## config.mk

```make
export PLATFORM = sky130hd
export DESIGN_NAME = mcd_host
export DESIGN_NICKNAME = d
export VERILOG_FILES = /design/src/rtl/mcd_pkg.sv /design/src/rtl/mcd_host.sv
export SDC_FILE = /design/constraint.sdc
export NUM_CORES = 1
export LEC_CHECK = 0
export ABC_AREA = 1
export BUFFER_PORTS_ARGS = -buffer_cell sky130_fd_sc_hd__buf_2
export CORE_AREA = 2 2 143 214
export CTS_CLUSTER_DIAMETER = 50
export CTS_CLUSTER_SIZE = 16
export DETAILED_ROUTE_END_ITERATION = 8
export DIE_AREA = 0 0 145 216
export GPL_ROUTABILITY_DRIVEN = 0
export HOLD_SLACK_MARGIN = 0.08
export MAX_ROUTING_LAYER = met4
export PLACE_DENSITY = 0.5
export SYNTH_ARGS = -nofsm -noshare
export SYNTH_HDL_FRONTEND = slang
export SYNTH_SLANG_ARGS = --single-unit
```

## constraint.sdc

```tcl
create_clock -name pclk -period 2 [get_ports pclk]
set_clock_uncertainty 0.1 [all_clocks]
set_input_delay 0.1 -clock pclk [delete_from_list [all_inputs] [get_ports pclk]]
set_output_delay 0.1 -clock pclk [all_outputs]
set_load 0.01 [all_outputs]
```

## src/rtl/mcd_pkg.sv

```systemverilog
// Constants and carrier types for the memory command host.
// Assumes one 250 MHz clock that also times the memory command pins.
package mcd_pkg;

  // Widths of the memory side
  localparam int ADDR_W = 22;
  localparam int BANK_W = 3;
  localparam int MODE_W = 18;
  localparam int NBANK = 8;

  // Register byte offsets
  localparam logic [7:0] REG_CMD = 8'h00;
  localparam logic [7:0] REG_ADDR = 8'h04;
  localparam logic [7:0] REG_MODE = 8'h08;
  localparam logic [7:0] REG_STAT = 8'h0C;

  // Command register fields and operation codes
  localparam int CMD_OP_LSB = 0;
  localparam int CMD_BANK_LSB = 4;
  localparam logic [2:0] OP_MODE = 3'h1;
  localparam logic [2:0] OP_READ = 3'h2;
  localparam logic [2:0] OP_WRITE = 3'h3;
  localparam logic [2:0] OP_RENEW = 3'h4;

  // Status register bits
  localparam int ST_PEND = 0;
  localparam int ST_REFUSED = 1;
  localparam int ST_STALE = 2;
  localparam int ST_DLL_WAIT = 3;
  localparam int ST_RECOV = 4;
  localparam int ST_BUSY = 5;

  // Mode word fields
  localparam int MF_CFG_LSB = 0;
  localparam int MF_BL_LSB = 3;
  localparam int MF_MUX_BIT = 5;
  localparam int MF_DLL_BIT = 7;
  localparam logic [17:0] MODE_RST = 18'h0_0000;

  // Burst field codes and latency settings
  localparam logic [1:0] BL_2 = 2'h0;
  localparam logic [1:0] BL_8 = 2'h2;
  localparam logic [1:0] BL_BAD = 2'h3;
  localparam logic [2:0] CFG_MIN = 3'h1;
  localparam logic [2:0] CFG_MAX = 3'h5;
  localparam logic [2:0] CFG_LOW = 3'h1;
  localparam logic [2:0] CFG_SHORT = 3'h4;

  // Row cycle clocks per setting; safe value before any load
  localparam logic [3:0] RC_CFG1 = 4'h4;
  localparam logic [3:0] RC_CFG2 = 4'h6;
  localparam logic [3:0] RC_CFG3 = 4'h8;
  localparam logic [3:0] RC_CFG4 = 4'h3;
  localparam logic [3:0] RC_CFG5 = 4'h5;
  localparam logic [3:0] RC_SAFE = 4'h8;
  localparam logic [3:0] RC_WR4 = 4'h4;

  // Address span for burst 2, and the drop for wider parts
  localparam logic [4:0] AW_BL2 = 5'h16;
  localparam logic [4:0] ORG_DROP = 5'h00;

  // Waits, counted in memory clocks (one per pclk)
  localparam logic [3:0] MLR_CYC = 4'h6;
  localparam int DLL_LOCK_CLK = 1024;
  localparam logic [10:0] DLL_CYC = 11'(DLL_LOCK_CLK);

  // Command pins as one bundle
  typedef struct packed {
    logic cs_n;
    logic we_n;
    logic ref_n;
    logic [ADDR_W-1:0] addr;
    logic [BANK_W-1:0] bank;
  } mcd_pins_t;

  localparam mcd_pins_t PINS_IDLE = '{1'b1, 1'b1, 1'b1, '0, '0};

endpackage : mcd_pkg

```

## src/rtl/mcd_host.sv

```systemverilog
// Command host for an eight-bank burst DRAM: takes orders over APB,
// checks them and drives the memory command pins one command at a time.
// Assumes pclk also clocks the memory, so waits count in pclk cycles.
//
// The APB slave port and the register offsets were left to the implementer.
`timescale 1ns/1ps
`default_nettype none

module mcd_host
  import mcd_pkg::*;
(
  // Clock and reset
  input wire logic pclk,
  input wire logic presetn,
  // APB slave
  input wire logic psel,
  input wire logic penable,
  input wire logic pwrite,
  input wire logic [7:0] paddr,
  input wire logic [31:0] pwdata,
  output logic [31:0] prdata,
  output logic pready,
  output logic pslverr,
  // Memory command pins
  output var mcd_pins_t mem_pins
);

  // Row cycle clocks for a latency setting
  function automatic logic [3:0] rc_of(input logic [2:0] cfg);
    case (cfg)
      3'h1: rc_of = RC_CFG1;
      3'h2: rc_of = RC_CFG2;
      3'h3: rc_of = RC_CFG3;
      3'h4: rc_of = RC_CFG4;
      3'h5: rc_of = RC_CFG5;
      default: rc_of = RC_SAFE;
    endcase
  endfunction : rc_of

  // Clocks a burst holds the bus: two beats per clock
  function automatic logic [3:0] beat_clk(input logic [1:0] bl);
    beat_clk = 4'h1 << bl;
  endfunction : beat_clk

  // Address bits usable at a burst length
  function automatic logic [4:0] awidth(input logic [1:0] bl);
    awidth = AW_BL2 - ORG_DROP - {3'h0, bl};
  endfunction : awidth

  // APB answer registers
  logic pready_q;
  logic pslverr_q;
  logic [31:0] prdata_q;

  // Software side state
  logic [ADDR_W-1:0] addr_q; // Staged address
  logic pend_q; // Command waiting to go out
  logic [2:0] pop_q; // Pending operation
  logic [BANK_W-1:0] pbank_q; // Pending bank
  logic [ADDR_W-1:0] pa_q; // Pending address
  logic refused_q; // Sticky: order dropped
  logic stale_q; // Sticky: burst length changed

  // Device view
  logic [MODE_W-1:0] mode_q; // Last mode word sent
  logic mode_ok_q; // A valid mode has been sent
  logic [3:0] bank_cnt_q [NBANK]; // Row cycle left per bank
  logic [4:0] op_cnt_q; // Data burst still on the bus
  logic [3:0] mrsc_cnt_q; // Mode load recovery left
  logic [10:0] dll_cnt_q; // DLL lock wait left
  mcd_pins_t pins_q;

  // Combinational helpers
  logic acc; // Transfer completes this edge
  logic hit; // Address is mapped
  logic [31:0] rd_d;
  logic cmd_wr;
  logic stat_wr;
  logic ok_new;
  logic go;
  logic banks_idle;
  logic [3:0] rc_load;
  mcd_pins_t pins_d;

  // Fields of the live mode and of the staged address
  logic [2:0] cur_cfg;
  logic [1:0] cur_bl;
  logic [2:0] n_cfg;
  logic [1:0] n_bl;

  assign cur_cfg = mode_q[MF_CFG_LSB +: 3];
  assign cur_bl = mode_q[MF_BL_LSB +: 2];
  assign n_cfg = addr_q[MF_CFG_LSB +: 3];
  assign n_bl = addr_q[MF_BL_LSB +: 2];

  // Outputs straight from flops
  assign prdata = prdata_q;
  assign pready = pready_q;
  assign pslverr = pslverr_q;
  assign mem_pins = pins_q;

  // One wait state: pready rises in the second access cycle
  assign acc = psel & penable & pready_q;
  assign cmd_wr = acc & pwrite & hit & (paddr == REG_CMD);
  assign stat_wr = acc & pwrite & hit & (paddr == REG_STAT);

  // Register read mux and address decode
  always_comb begin
    rd_d = 32'h0000_0000;
    hit = 1'b1;
    if (paddr == REG_CMD) begin
      rd_d[CMD_OP_LSB +: 3] = pop_q;
      rd_d[CMD_BANK_LSB +: BANK_W] = pbank_q;
    end else if (paddr == REG_ADDR) begin
      rd_d[ADDR_W-1:0] = addr_q;
    end else if (paddr == REG_MODE) begin
      rd_d[MODE_W-1:0] = mode_q;
    end else if (paddr == REG_STAT) begin
      rd_d[ST_PEND] = pend_q;
      rd_d[ST_REFUSED] = refused_q;
      rd_d[ST_STALE] = stale_q;
      rd_d[ST_DLL_WAIT] = (dll_cnt_q != '0);
      rd_d[ST_RECOV] = (mrsc_cnt_q != '0);
      rd_d[ST_BUSY] = (op_cnt_q != '0) | ~banks_idle;
    end else begin
      // Unmapped: error answer, reads zero
      hit = 1'b0;
    end
  end

  // APB answer: pready, read data and error land together
  always_ff @(posedge pclk or negedge presetn) begin
    if (!presetn) begin
      pready_q <= 1'b0;
      pslverr_q <= 1'b0;
      prdata_q <= 32'h0000_0000;
    end else begin
      pready_q <= psel & penable & ~pready_q;
      pslverr_q <= psel & penable & ~pready_q & ~hit;
      if (psel & penable & ~pready_q) begin
        prdata_q <= pwrite ? 32'h0000_0000 : rd_d;
      end
    end
  end

  // Staged address register
  always_ff @(posedge pclk or negedge presetn) begin
    if (!presetn) begin
      addr_q <= '0;
    end else if (acc & pwrite & hit & (paddr == REG_ADDR)) begin
      addr_q <= pwdata[ADDR_W-1:0];
    end
  end

  // Screen a new order; a bad one is dropped rather than sent
  always_comb begin
    ok_new = 1'b0;
    case (pwdata[CMD_OP_LSB +: 3])
      OP_MODE: begin
        // Setting in range, burst code legal, no split address
        ok_new = (n_cfg >= CFG_MIN) && (n_cfg <= CFG_MAX)
          && (n_bl != BL_BAD)
          && !(n_bl == BL_8 && (n_cfg == CFG_LOW
          || n_cfg == CFG_SHORT))
          && !addr_q[MF_MUX_BIT];
      end
      OP_READ, OP_WRITE: begin
        // Needs a known burst length and an address that fits
        ok_new = mode_ok_q
          && ((addr_q >> awidth(cur_bl)) == '0);
      end
      OP_RENEW: begin
        ok_new = 1'b1;
      end
      default: begin
        // Unknown code never reaches the pins
        ok_new = 1'b0;
      end
    endcase
  end

  // Pending command slot; a second order while one waits is refused
  always_ff @(posedge pclk or negedge presetn) begin
    if (!presetn) begin
      pend_q <= 1'b0;
      pop_q <= '0;
      pbank_q <= '0;
      pa_q <= '0;
    end else if (cmd_wr & ~pend_q & ok_new) begin
      pend_q <= 1'b1;
      pop_q <= pwdata[CMD_OP_LSB +: 3];
      pbank_q <= pwdata[CMD_BANK_LSB +: BANK_W];
      pa_q <= addr_q;
    end else if (go) begin
      pend_q <= 1'b0;
    end
  end

  // Refused flag: write one to clear, a new refusal wins
  always_ff @(posedge pclk or negedge presetn) begin
    if (!presetn) begin
      refused_q <= 1'b0;
    end else if (cmd_wr & (pend_q | ~ok_new)) begin
      refused_q <= 1'b1;
    end else if (stat_wr & pwdata[ST_REFUSED]) begin
      refused_q <= 1'b0;
    end
  end

  // All banks past their row cycle
  always_comb begin
    banks_idle = 1'b1;
    for (int b = 0; b < NBANK; b++) begin
      if (bank_cnt_q[b] != '0) begin
        banks_idle = 1'b0;
      end
    end
  end

  // Decide whether the pending command may go out now
  always_comb begin
    go = 1'b0;
    if (pend_q) begin
      case (pop_q)
        OP_MODE: begin
          // Chained mode loads skip recovery
          go = banks_idle && (op_cnt_q == '0);
        end
        OP_READ: begin
          go = (mrsc_cnt_q == '0)
            && (bank_cnt_q[pbank_q] == '0)
            && (dll_cnt_q == '0);
        end
        default: begin
          go = (mrsc_cnt_q == '0)
            && (bank_cnt_q[pbank_q] == '0);
        end
      endcase
    end
  end

  // Pin pattern for the command going out
  always_comb begin
    pins_d = PINS_IDLE;
    if (go) begin
      pins_d.cs_n = 1'b0;
      case (pop_q)
        OP_MODE: begin
          pins_d.we_n = 1'b0;
          pins_d.ref_n = 1'b0;
          // Upper bits and the unused bit forced low
          pins_d.addr = {4'h0, 8'h00, pa_q[9:7], 1'b0,
            pa_q[5:0]};
        end
        OP_READ: begin
          pins_d.addr = pa_q;
          pins_d.bank = pbank_q;
        end
        OP_WRITE: begin
          pins_d.we_n = 1'b0;
          pins_d.addr = pa_q;
          pins_d.bank = pbank_q;
        end
        default: begin
          // Renew: one bank, address held low
          pins_d.ref_n = 1'b0;
          pins_d.bank = pbank_q;
        end
      endcase
    end
  end

  // Command pins; idle pattern is deselect
  always_ff @(posedge pclk or negedge presetn) begin
    if (!presetn) begin
      pins_q <= PINS_IDLE;
    end else begin
      pins_q <= pins_d;
    end
  end

  // Mode shadow and stale-data flag
  always_ff @(posedge pclk or negedge presetn) begin
    if (!presetn) begin
      mode_q <= MODE_RST;
      mode_ok_q <= 1'b0;
    end else if (go && pop_q == OP_MODE) begin
      mode_q <= pins_d.addr[MODE_W-1:0];
      mode_ok_q <= 1'b1;
    end
  end

  always_ff @(posedge pclk or negedge presetn) begin
    if (!presetn) begin
      stale_q <= 1'b0;
    end else if (go && pop_q == OP_MODE && mode_ok_q
        && pa_q[MF_BL_LSB +: 2] != cur_bl) begin
      stale_q <= 1'b1;
    end else if (stat_wr & pwdata[ST_STALE]) begin
      stale_q <= 1'b0;
    end
  end

  // Row cycle to load; the short setting needs one more after a write
  always_comb begin
    rc_load = rc_of(cur_cfg);
    if (pop_q == OP_WRITE && cur_cfg == CFG_SHORT) begin
      rc_load = RC_WR4;
    end
  end

  // Per-bank row cycle counters
  always_ff @(posedge pclk or negedge presetn) begin
    if (!presetn) begin
      for (int b = 0; b < NBANK; b++) begin
        bank_cnt_q[b] <= '0;
      end
    end else begin
      for (int b = 0; b < NBANK; b++) begin
        if (go && pop_q != OP_MODE && pbank_q == 3'(b)) begin
          bank_cnt_q[b] <= rc_load;
        end else if (bank_cnt_q[b] != '0) begin
          bank_cnt_q[b] <= bank_cnt_q[b] - 4'h1;
        end
      end
    end
  end

  // Data bus busy: reads and writes alike count latency plus one, then the burst
  always_ff @(posedge pclk or negedge presetn) begin
    if (!presetn) begin
      op_cnt_q <= '0;
    end else if (go && (pop_q == OP_READ || pop_q == OP_WRITE)) begin
      op_cnt_q <= {1'b0, rc_of(cur_cfg)} + 5'h01
        + {1'b0, beat_clk(cur_bl)};
    end else if (op_cnt_q != '0) begin
      op_cnt_q <= op_cnt_q - 5'h01;
    end
  end

  // Mode load recovery
  always_ff @(posedge pclk or negedge presetn) begin
    if (!presetn) begin
      mrsc_cnt_q <= '0;
    end else if (go && pop_q == OP_MODE) begin
      mrsc_cnt_q <= MLR_CYC;
    end else if (mrsc_cnt_q != '0) begin
      mrsc_cnt_q <= mrsc_cnt_q - 4'h1;
    end
  end

  // DLL lock wait starts when the enable bit rises
  always_ff @(posedge pclk or negedge presetn) begin
    if (!presetn) begin
      dll_cnt_q <= '0;
    end else if (go && pop_q == OP_MODE && pa_q[MF_DLL_BIT]
        && !(mode_ok_q && mode_q[MF_DLL_BIT])) begin
      dll_cnt_q <= DLL_CYC;
    end else if (dll_cnt_q != '0) begin
      dll_cnt_q <= dll_cnt_q - 11'h001;
    end
  end
endmodule : mcd_host

`default_nettype wire

```

# Word-level counts from Yosys, hierarchy flattened
# Cells that the tools add are included.
classes:
  addsub: 14
  n_lt_le_gt_ge: 3
  n_eq_ne: 27
  n_shift: 2
  muxes: 64
  bitwise: 22
  reduce_logical: 66
op_table:
  columns: ["operator", "count"]
  rows:
  - ["4-bit 2-to-1 mux", 23]
  - ["22-bit one-hot mux with 2 select lines", 1]
  - ["4-bit nonzero test", 9]
  - ["4-bit by 1-bit subtractor with 4-bit output (second input constant)", 9]
  - ["28-bit 2-to-1 mux", 1]
  - ["2-bit nonzero test", 14]
  - ["1-bit logical AND", 26]
  - ["3-bit == test (second input constant)", 8]
  - ["22-bit zero test", 1]
  - ["1-bit 2-to-1 mux", 22]
  - ["11-bit 2-to-1 mux", 2]
  - ["22-bit 2-to-1 mux", 1]
  - ["22-bit by 5-bit right shift with 22-bit output", 1]
  - ["3-bit by 2-bit == test with 1-bit output (second input constant)", 7]
  - ["18-bit 2-to-1 mux", 1]
  - ["8-bit by 4-bit == test with 1-bit output (second input constant)", 2]
  - ["4-bit one-hot mux with 4 select lines", 1]
  - ["3-bit by 1-bit == test with 1-bit output (second input constant)", 5]
  - ["15-bit 2-to-1 mux", 1]
  - ["1-bit AND", 14]
  - ["4-bit binary-select mux with 3-bit select", 1]
  - ["12-bit 2-to-1 mux", 1]
  - ["6-bit 2-to-1 mux", 2]
  - ["11-bit zero test", 1]
  - ["other kinds (30)", 44]
totals:
  ff_bits: 186
  output_inout_bits: 62

# Logic depth before layout (Yosys ltp)
# Gate-level depths: netlist of run 1.
depth:
  depth_word: 17
  ltp_mapped: 15
  ltp_nobuf: 14

# Worst setup path before layout of run 1
# No wires, ideal clock.
synth_timing:
  kind: "reg-to-reg"
  start: "register mode_q[3]"
  end: "register pa_q[4]"
  arrival_time_ns: 1.895
  setup_slack_ns: -0.126
  stages_incl_launch_ff: 12
  path_buffers: 2
  period_less_slack_ns: 2.126
  cell_sequence: "dfrtp_1 -> inv_1 -> ha_1 -> or2_2 -> a21oi_1 -> nand2_1 -> nand3_1 -> nand3_1 -> buf_2 -> buf_2 -> nand2_1 -> o21ai_0"
synth_between:
  elab_chain_len: 6
synth_rtl:
  columns: ["item", "line_no", "text"]
  rows:
  - ["start: declaration", "mcd_host.sv:65", "logic [MODE_W-1:0] mode_q;"]
  - ["start signal: assignment", "mcd_host.sv:288", "mode_q <= pins_d.addr[MODE_W-1:0];"]
  - ["5-bit by 2-bit subtractor with 5-bit output", "mcd_host.sv:47", "awidth = AW_BL2 - ORG_DROP - {3'h0, bl};"]
  - ["22-bit by 5-bit right shift with 22-bit output", "mcd_host.sv:170", "&& ((addr_q >> awidth(cur_bl)) == '0);"]
  - ["22-bit zero test", "mcd_host.sv:170", null]
  - ["1-bit logical AND", "mcd_host.sv:170", null]
  - ["1-bit one-hot mux with 3 select lines", "mcd_host.sv:158", "case (pwdata[CMD_OP_LSB +: 3])"]
  - ["1-bit AND", "mcd_host.sv:189", "end else if (cmd_wr & ~pend_q & ok_new) begin"]
  - ["end signal: assignment", "mcd_host.sv:193", "pa_q <= addr_q;"]
  - ["end: declaration", "mcd_host.sv:60", "logic [ADDR_W-1:0] pa_q;"]
# No other way between the ends.
# A chain may end at the register's enable or synchronous reset.

# Worst setup path in the final report of run 1
layout_timing:
  start: "register op_cnt_q[0]"
  end: "register mode_q[4]"
layout_between:
  elab_chain_len: 5
layout_rtl:
  columns: ["item", "line_no", "text"]
  rows:
  - ["start: declaration", "mcd_host.sv:68", "logic [4:0] op_cnt_q;"]
  - ["start signal: assignment", "mcd_host.sv:334", "op_cnt_q <= {1'b0, rc_of(cur_cfg)} + 5'h01"]
  - ["start signal: assignment", "mcd_host.sv:337", "op_cnt_q <= op_cnt_q - 5'h01;"]
  - ["5-bit zero test *", "mcd_host.sv:227", "go = banks_idle && (op_cnt_q == '0);"]
  - ["1-bit logical AND *", "mcd_host.sv:227", null]
  - ["1-bit one-hot mux with 2 select lines *", "mcd_host.sv:224", "case (pop_q)"]
  - ["1-bit 2-to-1 mux *", "mcd_host.sv:223", "if (pend_q) begin"]
  - ["28-bit 2-to-1 mux / 1-bit logical AND (equally long branches)", "mcd_host.sv:245, mcd_host.sv:287", null]
# Every way passes the cells marked *; elsewhere a longest branch is shown, timed or not.

==> results of run 1 <==
## sequential cells by signal, summed over array words and instances (netlist names), 5 cells and up
register    cells
bank_cnt_q     32
mem_pins       28
mode_q         18
addr_q         22
prdata         22
dll_cnt_q      11
pa_q           22
op_cnt_q        5
## power by group
group          internal [mW]  total (mW)  switching, mW  leakage (nW)
registers               3.63        3.70         0.0642          2.43
logic                  0.405       0.893          0.488          3.67
clock network           1.69        3.09           1.40         0.256
## area by class of cell
type / instances / area, sq um
clock inverter: 5 / 31.28
clock buffer: 27 / 493.0
tap: 395 / 494.2
sequential: 176 / 4410
inverter: 149 / 576.8
multi-input combinational: 676 / 4429
fill: 2863 / 16610
timing repair buffer: 292 / 2338
## Yosys cell counts (all sizes together), types with 8 or more instances
| cell type | n |
|---|---|
| a21oi | 11 |
| buf | 26 |
| clkbuf | 8 |
| dfrtp | 173 |
| ha | 28 |
| inv | 145 |
| mux2 | 18 |
| nand2 | 238 |
| nand3 | 44 |
| nand4 | 11 |
| nor2 | 122 |
| nor3 | 27 |
| o211ai | 18 |
| o21ai | 95 |
| xor2 | 25 |
## worst paths after layout
check	slack, ns	endpoint	startpoint
min in group pclk	0.13	prdata[5]	paddr[2]
hold / removal	0.11	prdata[11]	presetn
setup reg to reg	-0.10	mode_q[4]	op_cnt_q[0]
max in group asynchronous	1.00	mem_pins[27]	presetn
hold reg to reg	0.37	mode_q[12]	mode_q[12]
setup / recovery	-0.10	mode_q[4]	op_cnt_q[0]
## worst register-to-register path, stage by stage (launching register included)
cell	delay, ns
dfrtp_1	0.40
inv_2	0.07
ha_2	0.18
nand2_2	0.08
nor2_4	0.15
nand4_1	0.16
nor2_2	0.14
nand2_2	0.08
nand2_4	0.10
nand2_2	0.10
clkinv_4	0.13
buf_6	0.13
nand3_1	0.08
o21ai_2	0.12
## cells by family after synthesis
kind of cell | after synthesis | synth area share [%]
buffers and inverters | 183 | 8.645
flip-flops | 176 | 50.68
XOR/XNOR | 32 | 3.222
AO/OA/AOI/OAI | 131 | 8.357
AND/OR/NAND/NOR | 453 | 22.47
adder cells (fa/ha/maj) | 29 | 4.258
other | 1 | 0.04311
multiplexers | 18 | 2.330
## metrics by stage
stage	setup WS, ns	power [mW]	instance area, sq um
6_report	-0.1031	7.675	12770
5_1_grt	-0.2588	8.017	12770
4_1_cts	-0.1299	7.697	12260
3_5_place_dp	-0.3202	4.497	10650
3_3_place_gp	-0.3128	4.491	10650
2_1_floorplan	0.008441	4.162	8771
## per-layer routing
layer | vias to the layer above | global-route usage [%] | part of all wire (%)
li1 | 3805 | - | -
met3 | 62 | 2.960 | 3.4
met2 | 162 | 31.17 | 54
met5 | - | - | 0
met1 | 3666 | 18.92 | 39
met4 | 0 | 8.119 | 3.7
## cells in the final DEF, fill, tap and decap left out, types with 17 or more instances in the layout
master	Yosys	routed
dlygate4sd3_1	0	27
xor2_1	25	25
inv_2	5	18
nand3_1	43	37
nor2_4	1	31
buf_6	1	19
dfrtp_1	173	171
buf_4	11	144
nand2_1	235	197
ha_1	28	18
nand2_2	2	24
o21ai_1	32	30
o21ai_2	0	28
buf_2	13	85
mux2_2	18	18
inv_1	140	125
o211ai_1	18	18
clkbuf_16	0	18
o21ai_0	63	37
nor2_1	110	80
nand2_4	1	17
## repair_timing
action                                  4_1_cts  5_1_grt
hold endpoints to repair                    208        0
resized for setup                           146      141
pin swaps                                    20       26
hold buffers                                 27        0
cloned                                        7        2
setup buffers                                26        9
endpoints found under the setup margin      122      129
==> insert_results.sql, run 1 <==
INSERT INTO impl_metrics (metric_group, metric, value, unit) VALUES
('final_layout', 'num-nets-final', '1386', ''),
('critical_path', 'worst-path-buf-inv', '3', ''),
('sta', 'setup_viol_count_final', '82', ''),
('sta', 'timing_worst_slew_pin_value', '0.8682', 'ns'),
('yosys', 'number_of_instances_in_the_synthesized_netlist', '1023', ''),
('placement', 'placed_cells', '1624', ''),
('clock_network', 'cts_buffers', '17', ''),
('placement', 'hpwlAfterDp', '18.55', 'mm'),
('die', 'design.portCount', '107', ''),
('die', 'placeableCoreArea', '0.02938', 'sq mm'),
('yosys', 'ys_seq_area_share', '50.68', '%'),
('yosys', 'netlist_top_cells_area', 'dfrtp_1 50%, nand2_1 10%, inv_1 6.0%', ''),
('yosys', 'synth_top_cell_by_area', 'dfrtp_1', ''),
('yosys', 'synth_top_flop_cell', 'dfrtp_1', ''),
('sta', 'timing.final.crit_period', '2.103', 'ns'),
('flow_run', 'cap_violations', '0', ''),
('clock_network', 'cts.path.max_buffers', '2', ''),
('outcome', 'failed_checks', 'negative setup slack', ''),
('critical_path', 'worst_setup_path_end_kind', 'register', ''),
('sta', 'timing.final.hold_violations', '0', ''),
('sta', 'timing.final.max_slew_violations', '0', ''),
('critical_path', 'critPathKind', 'register to register', ''),
('final_layout', 'post_route_cells_drive_above_1_share', '37.28', '%'),
('critical_path', 'critical-path-top-cell-by-count', 'nand2_2', ''),
('critical_path', 'family_with_the_most_delay_on_the_worst_path', 'simple AND/OR/NAND/NOR gates', ''),
('yosys', 'synth_cell_type_count', '43', ''),
('drt', 'route.detailed.drc', '0', ''),
('yosys', 'ys_ff_latch', '176', ''),
('drt', 'antenna_left', '0', ''),
('clock_network', 'clock-root-buffer', 'clkbuf_16', ''),
('drt', 'postRouteWirelength', '25.94', 'mm'),
('clock_network', 'cts_h_tree_depth', '4', ''),
('sta', 'max_slew_margin', '42.06', '%'),
('clock_network', 'worst_setup_hold_path_clk_slew', '0.06', 'ns'),
('critical_path', 'r2r.worst_path.cells', '13', ''),
('yosys', 'yosys_warnings', '0', ''),
('drt', 'route.detailed.wl_per_inst', '15.08', 'microns'),
('global_routing', 'grt_antenna_before_repair', '0', ''),
('power_and_ir_drop', 'total_leakage_power', '6.360', 'nW'),
('critical_path', 'critPathLaunchType', 'register', ''),
('sta', 'clock.fmax', '475.5', 'MHz'),
('drt', 'vias', '7695', ''),
('outcome', 'outcome', 'complete, but fails checks', ''),
('final_layout', 'area_delta_synth_final', '46.85', '%'),
('sta', 'grt_setup_unrepaired', 'true', ''),
('power_and_ir_drop', 'ir_drop', '597.5', 'uV'),
('die', 'start_util', '29.60', '%'),
('global_routing', 'grt_start_max_net_pins', '63', ''),
('global_routing', 'wire_length_of_the_first_global_routing_pass', '41.36', 'mm'),
('yosys', 'post-synth-top-area-fraction', '49.77', '%'),
('placement', 'io_buffers', '86', ''),
('critical_path', 'worst_path_cell_chain', 'inv_2 > ha_2 > nand2_2 > nor2_4 > nand4_1 > nor2_2 > nand2_2 > nand2_4 > nand2_2 > clkinv_4 > buf_6 > nand3_1 > o21ai_2', ''),
('sta', 'final.setup.worst_slack', '-0.1031', 'ns'),
('yosys', 'netlist_area', '0.008698', 'sq mm'),
('die', 'die_w', '145', 'microns'),
('clock_network', 'clock-sinks', '176', ''),
('critical_path', 'cp_data_arrival_time', '2.35', 'ns'),
('power_and_ir_drop', 'power-per-cell-area', '600.9', 'mW/mm^2'),
('sta', 'holdWs', '0.1070', 'ns'),
('yosys', 'synth-edff-count', '0', ''),
('hold_path', 'hold_class', 'primary input to async pin', ''),
('final_layout', 'diodes', '0', ''),
('critical_path', 'critical_path_cell_count', '13', ''),
('drt', 'detailedRoute.firstIterationViolations', '316', ''),
('critical_path', 'crit_path_max_fo', '6', ''),
('sta', 'fin_setup_tns', '-3.002', 'ns'),
('critical_path', 'crit_path_top_delay_cell', 'dfrtp_1', ''),
('die', 'vertical_die_dimension', '216', 'microns'),
('drt', 'number_of_iterations_in_the_first_detailed_routing_pass', '5', ''),
('die', 'area_of_the_die', '0.03132', 'sq mm'),
('die', 'fp-row-count', '77', '');
Note: power is estimated with default switching activity, not from simulation.
==> run 2: changes to the inputs <==
- PLACE_DENSITY: 0.5 -> 0.48
- clock period: 2 -> 2.3 ns (I/O delays scaled with it)
==> run 2 against run 1 <==
Effect of this change: the run now ends clean; design area is 12% lower; count of clock-buffer cells in the layout is 3 lower; sequential cell count did not move; register-to-register slack gained 0.19 ns; worst hold slack gained 0.034 ns; routed wire length down 8.2%; combinational power decreased by 14%; die area unchanged; worst setup slack better by 0.19 ns; cell count is 5.1% lower; power is 8.9% lower; critical path type unchanged; critical endpoint is now dll_cnt_q[2]; highest routed layer unchanged.
==> insert_results.sql, run 2 (same netlist as run 1, synthesis figures left out) <==
INSERT INTO impl_metrics (metric_group, metric, value, unit) VALUES
('outcome', 'outcome', 'completed', ''),
('final_layout', 'sequential_cell_area', '0.004410', 'sq mm'),
('sta', 'timing.final.crit_share', '96.13', '%'),
('die', 'die_w', '145', 'microns'),
('clock_network', 'clock_insertion_delay_worst_skew', '0.45', 'ns'),
('critical_path', 'crit_path_max_fo', '5', ''),
('clock_network', 'cts.path.max_buffers', '2', ''),
('die', 'vertical_die_dimension', '216', 'microns'),
('critical_path', 'reg2reg_to', 'dll_cnt_q[2]', ''),
('hold_path', 'hold_class', 'primary input to async pin', ''),
('critical_path', 'critPathLaunchType', 'register', ''),
('final_layout', 'layout_common_cells', '228 x nand2_1, 171 x dfrtp_1, 131 x inv_1', ''),
('final_layout', 'max_flop_register', 'bank_cnt_q', ''),
('global_routing', 'number_of_global_route_vias_before_repair', '7256', ''),
('final_layout', 'post_route_cells_drive_above_1_share', '23.42', '%'),
('critical_path', 'worst-path-buf-inv', '2', ''),
('sta', 'final.setup.worst_slack', '0.08900', 'ns'),
('drt', 'detailedRoute.firstIterationViolations', '432', ''),
('critical_path', 'worst-r2r-setup-slack', '0.09', 'ns'),
('critical_path', 'crit_path_top_delay_cell', 'dfrtp_1', ''),
('critical_path', 'timing.critical_path.slowest_cell_delay', '0.39', 'ns'),
('die', 'design.portCount', '107', ''),
('global_routing', 'grt_antenna_before_repair', '0', ''),
('global_routing', 'grt_use_total', '16.23', '%'),
('global_routing', 'grt_start_max_net_pins', '59', ''),
('clock_network', 'cts_buffers', '17', ''),
('placement', 'post-place-ws', '-0.006034', 'ns'),
('power_and_ir_drop', 'power-per-cell-area', '620.5', 'mW/mm^2'),
('sta', 'timing.final.max_slew_violations', '0', ''),
('sta', 'timing.final.crit_period', '2.211', 'ns'),
('die', 'area_of_the_die', '0.03132', 'sq mm'),
('final_layout', 'largest_register_ff_count', '32', ''),
('final_layout', 'finish.cell_count_without_fillers', '1633', ''),
('drt', 'route.detailed.wl_per_inst', '14.58', 'microns'),
('power_and_ir_drop', 'total_leakage_power', '5.732', 'nW'),
('sta', 'timing.final.hold_violations', '0', ''),
('drt', 'antenna_left', '0', ''),
('clock_network', 'clock-root-buffer', 'clkbuf_16', ''),
('critical_path', 'worst_path_cell_chain', 'inv_2 > ha_4 > nor3b_4 > nand4_1 > nor2_2 > nand2_2 > nand2_4 > nand4_1 > nor2_2 > buf_6 > nor2_1', ''),
('final_layout', 'final_cell_area', '0.01127', 'sq mm'),
('critical_path', 'critPathKind', 'register to register', ''),
('critical_path', 'worst_setup_path_end_kind', 'register', ''),
('clock_network', 'clock-sinks', '176', ''),
('placement', 'hpwlAfterDp', '17.86', 'mm'),
('drt', 'postRouteWirelength', '23.80', 'mm'),
('sta', 'grt_setup_unrepaired', 'true', ''),
('clock_network', 'clock_tree_from_tritoncts', 'done', ''),
('drt', 'vias', '7147', ''),
('clock_network', 'cts_h_tree_depth', '4', ''),
('drt', 'route.detailed.vias_per_inst', '4.377', ''),
('final_layout', 'diodes', '0', ''),
('sta', 'max_slew_margin', '26.75', '%'),
('power_and_ir_drop', 'total_power', '6.992', 'mW'),
('final_layout', 'area_delta_synth_final', '29.56', '%'),
('flow_run', 'cap_violations', '0', ''),
('final_layout', 'footprint_of_the_multi_input_gates', '0.003685', 'sq mm'),
('critical_path', 'r2r.worst_path.cells', '11', ''),
('die', 'placeableCoreArea', '0.02938', 'sq mm'),
('power_and_ir_drop', 'ir_drop', '515.1', 'uV'),
('sta', 'setup_viol_count_final', '0', ''),
('critical_path', 'family_with_the_most_delay_on_the_worst_path', 'simple AND/OR/NAND/NOR gates', ''),
('critical_path', 'r2r-start', 'bank_cnt_q[5]', ''),
('placement', 'placed_cells', '1557', ''),
('die', 'start_util', '29.60', '%'),
('final_layout', 'num-nets-final', '1299', ''),
('sta', 'timing_worst_slew_pin_value', '1.095', 'ns'),
('drt', 'route.detailed.drc', '0', ''),
('critical_path', 'worst_ep_required_time', '2.53', 'ns'),
('global_routing', 'grt_overflow_total', '0', ''),
('final_layout', 'final.fill_count', '3066', ''),
('sta', 'clock.fmax', '452.3', 'MHz'),
('clock_network', 'worst_setup_hold_path_clk_slew', '0.06', 'ns'),
('critical_path', 'cp_data_arrival_time', '2.44', 'ns'),
('placement', 'io_buffers', '86', ''),
('drt', 'number_of_iterations_in_the_first_detailed_routing_pass', '4', ''),
('final_layout', 'most_common_cell_after_layout_fill_and_taps_aside', 'nand2_1', ''),
('die', 'fp-row-count', '77', ''),
('placement', 'place_area', '0.01012', 'sq mm'),
('global_routing', 'wire_length_of_the_first_global_routing_pass', '38.38', 'mm');
## run 2: cell types whose count changed in the layout (fill, tap and decap cells not counted), sizes merged
cell / delta
bufinv: +3
nand3: -1
clkinvlp: +1
nor2: -1
buf: -84
nand2: -1
dlygate4sd3: +1
clkinv: -1
clkbuf: -4
## run 2: worst register-to-register path: stages (launching register included)
cell	delay [ns]
dfrtp_1	0.39
inv_2	0.08
ha_4	0.13
nor3b_4	0.27
nand4_1	0.20
nor2_2	0.21
nand2_2	0.09
nand2_4	0.10
nand4_1	0.13
nor2_2	0.22
buf_6	0.14
nor2_1	0.04
## run 2: layer usage
metal / global-route usage (%) / up-vias / share of wire, %
met1: 17.63 / 3390 / 40
met2: 29.70 / 106 / 55
met4: 6.139 / 0 / 2.5
met3: 2.558 / 28 / 2.4
li1: - / 3623 / -
met5: - / - / 0
## run 2: timing repair
action / 4_1_cts / 5_1_grt
hold endpoints to repair: 178 / 0
pin swaps: 0 / 9
gates cloned: 0 / 2
endpoints found under the setup margin: 3 / 132
buffers inserted: 0 / 14
resized for setup: 2 / 38
hold buffers: 28 / 0
## run 2: through the flow
| stage | utilization [%] | TNS, ns | hold slack [ns] |
|---|---|---|---|
| global placement | 34.45 | 0 | 0.06791 |
| detailed placement | 34.45 | -0.006034 | 0.06096 |
| global route | 38.35 | -0.3282 | 0.1810 |
| finish | 38.35 | 0 | 0.1414 |
| CTS | 37.51 | 0 | 0.1276 |
| floorplan | - | 0 | -0.2806 |
## run 2: final cells by class
cell class | instances | share of cell area [%]
Timing Repair Buffer | 208 | 13.37
Inverter | 149 | 4.996
Tap cell | 395 | 4.385
Multi-Input combinational cell | 673 | 32.70
Clock buffer | 24 | 4.274
Clock inverter | 8 | 1.144
Sequential cell | 176 | 39.14
## run 2: power by group
| group | leakage [nW] | internal, mW | switching, mW |
|---|---|---|---|
| Sequential | 2.43 | 3.16 | 0.0447 |
| Clock | 0.295 | 1.80 | 1.22 |
| Combinational | 3.01 | 0.340 | 0.428 |
## run 2: worst max-delay path by stage
stage	start	to	slack, ns	cells after the start
after floorplan	mode_q[3]	pa_q[4]	0.17	11
after global placement	bank_cnt_q[4]	op_cnt_q[3]	0.04	13
after detailed placement	bank_cnt_q[5]	op_cnt_q[3]	-0.006	13
after CTS	op_cnt_q[0]	op_cnt_q[3]	0.04	14
after global routing	bank_cnt_q[5]	dll_cnt_q[9]	-0.04	11
final	bank_cnt_q[5]	dll_cnt_q[2]	0.09	11
==> run 3: changes to the inputs <==
- MAX_ROUTING_LAYER: met4 -> not set
==> run 3 against run 2 <==
Effect of this change: sequential cell count unchanged; register-to-register slack barely moved; global-route usage shrank 0.46 points; non-clock buffer count is the same; sequential power about the same; worst hold slack worse by 0.0091 ns; routed wire length about the same.
==> insert_results.sql, run 3 (same netlist as run 1, synthesis figures left out) <==
INSERT INTO impl_metrics (metric_group, metric, value, unit) VALUES
('critical_path', 'critPathKind', 'register to register', ''),
('drt', 'antenna_left', '0', ''),
('outcome', 'outcome', 'completed', ''),
('sta', 'clock.fmax', '453.0', 'MHz'),
('hold_path', 'hold_class', 'primary input to async pin', ''),
('power_and_ir_drop', 'total_leakage_power', '5.732', 'nW'),
('drt', 'vias', '7158', ''),
('die', 'fp-row-count', '77', ''),
('global_routing', 'number_of_global_route_vias_before_repair', '7265', ''),
('sta', 'timing.final.crit_period', '2.208', 'ns'),
('flow_run', 'cap_violations', '0', ''),
('clock_network', 'cts.path.max_buffers', '2', ''),
('drt', 'route.detailed.wl_per_inst', '14.58', 'microns'),
('die', 'vertical_die_dimension', '216', 'microns'),
('global_routing', 'grt_overflow_total', '0', ''),
('final_layout', 'num-nets-final', '1299', ''),
('sta', 'timing.final.max_slew_violations', '0', ''),
('sta', 'holdWs', '0.1323', 'ns'),
('die', 'area_of_the_die', '0.03132', 'sq mm'),
('clock_network', 'clock_tree_from_tritoncts', 'done', ''),
('clock_network', 'clock-root-buffer', 'clkbuf_16', ''),
('critical_path', 'cp_data_arrival_time', '2.44', 'ns'),
('final_layout', 'final_cell_area', '0.01127', 'sq mm'),
('placement', 'place_area', '0.01012', 'sq mm'),
('drt', 'route.detailed.drc', '0', ''),
('global_routing', 'grt_use_total', '15.77', '%'),
('final_layout', 'final.fill_count', '3066', ''),
('global_routing', 'wire_length_of_the_first_global_routing_pass', '38.36', 'mm'),
('final_layout', 'finish.cell_count_without_fillers', '1633', ''),
('placement', 'io_buffers', '86', ''),
('sta', 'setup_viol_count_final', '0', ''),
('power_and_ir_drop', 'ir_drop', '516.3', 'uV'),
('die', 'design.portCount', '107', ''),
('final_layout', 'post_route_cells_drive_above_1_share', '23.42', '%'),
('clock_network', 'cts_buffers', '17', ''),
('drt', 'detailedRoute.firstIterationViolations', '359', ''),
('clock_network', 'clock_insertion_delay_worst_skew', '0.44', 'ns'),
('sta', 'timing.final.crit_share', '95.98', '%'),
('final_layout', 'most_common_cell_after_layout_fill_and_taps_aside', 'nand2_1', ''),
('final_layout', 'area_delta_synth_final', '29.56', '%'),
('final_layout', 'footprint_of_the_multi_input_gates', '0.003685', 'sq mm'),
('final_layout', 'sequential_cell_area', '0.004410', 'sq mm'),
('final_layout', 'post-route-util', '38.35', '%'),
('die', 'die_w', '145', 'microns'),
('final_layout', 'layout_common_cells', '228 x nand2_1, 171 x dfrtp_1, 131 x inv_1', ''),
('sta', 'timing.final.hold_violations', '0', ''),
('critical_path', 'crit_path_max_fo', '5', ''),
('die', 'placeableCoreArea', '0.02938', 'sq mm'),
('sta', 'grt_setup_unrepaired', 'true', ''),
('power_and_ir_drop', 'power-per-cell-area', '620.5', 'mW/mm^2'),
('drt', 'route.detailed.vias_per_inst', '4.383', ''),
('placement', 'placed_cells', '1557', ''),
('final_layout', 'diodes', '0', ''),
('sta', 'max_slew_margin', '28.01', '%'),
('die', 'start_util', '29.60', '%'),
('placement', 'hpwlAfterDp', '17.86', 'mm'),
('clock_network', 'cts_h_tree_depth', '4', ''),
('sta', 'timing_worst_slew_pin_value', '1.076', 'ns'),
('drt', 'number_of_iterations_in_the_first_detailed_routing_pass', '4', ''),
('clock_network', 'clock-sinks', '176', ''),
('power_and_ir_drop', 'total_power', '6.992', 'mW'),
('critical_path', 'critPathLaunchType', 'register', ''),
('final_layout', 'largest_register_ff_count', '32', ''),
('final_layout', 'max_flop_register', 'bank_cnt_q', ''),
('global_routing', 'grt_antenna_before_repair', '0', ''),
('global_routing', 'grt_start_max_net_pins', '59', ''),
('drt', 'postRouteWirelength', '23.81', 'mm'),
('critical_path', 'worst_setup_path_end_kind', 'register', ''),
('critical_path', 'worst_ep_required_time', '2.53', 'ns'),
('clock_network', 'worst_setup_hold_path_clk_slew', '0.06', 'ns');
-- run 3: cell counts in the layout (fill, tap and decap cells not counted) --
Identical to the previous run, type by type.
-- run 3: metrics by stage --
stage	setup slack, ns	setup TNS (ns)
2_1_floorplan	0.1743	0
3_3_place_gp	0.04151	0
6_report	0.09239	0
3_5_place_dp	-0.006034	-0.006034
5_1_grt	-0.04323	-0.3297
4_1_cts	0.03930	0
-- run 3: critical path: stages, from the launching register on --
cell,delay [ns]
dfrtp_1,0.39
inv_2,0.08
ha_4,0.13
nor3b_4,0.27
nand4_1,0.20
nor2_2,0.21
nand2_2,0.09
nand2_4,0.09
nand4_1,0.13
nor2_2,0.21
buf_6,0.14
nor2_1,0.04
-- run 3: worst paths after layout --
check,slack (ns),to,cells after the start,startpoint
min in group pclk,0.16,prdata[5],6,paddr[2]
min reg2reg,0.37,mode_q[15],2,mode_q[15]
max,0.09,dll_cnt_q[2],11,bank_cnt_q[5]
max reg2reg,0.09,dll_cnt_q[2],11,bank_cnt_q[5]
max in group asynchronous,1.24,pbank_q[1],3,presetn
min,0.13,dll_cnt_q[5],2,presetn
-- run 3: routing by layer --
metal  track usage [%]  vias up  wire [microns]
met5                 0        -               0
met4             6.139        0             537
met3             2.706       25             599
met2             29.75      111           13120
met1             17.51     3393            9557
li1                  -     3629               -
-- run 3: report_power, final --
part	leakage [nW]	switching [mW]	total (mW)	internal, mW
registers	2.43	0.0447	3.20	3.16
logic	3.01	0.428	0.768	0.340
clock network	0.295	1.22	3.02	1.80
total	5.73	1.69	6.99	5.30
-- run 3: final cells by class --
class,instances,area share [%]
clock buffers,24,4.274
multi-input cells,673,32.70
well taps,395,4.385
repair buffers,208,13.37
clock inverters,8,1.144
flip-flops and latches,176,39.14
inverters,149,4.996
-- run 3: what timing repair did --
item,in CTS,in global routing
pin swaps,0,9
endpoints found under the hold margin,178,0
buffers inserted,0,14
hold buffers,28,0
gates cloned,0,2
endpoints found under the setup margin,3,132
resized for setup,2,38
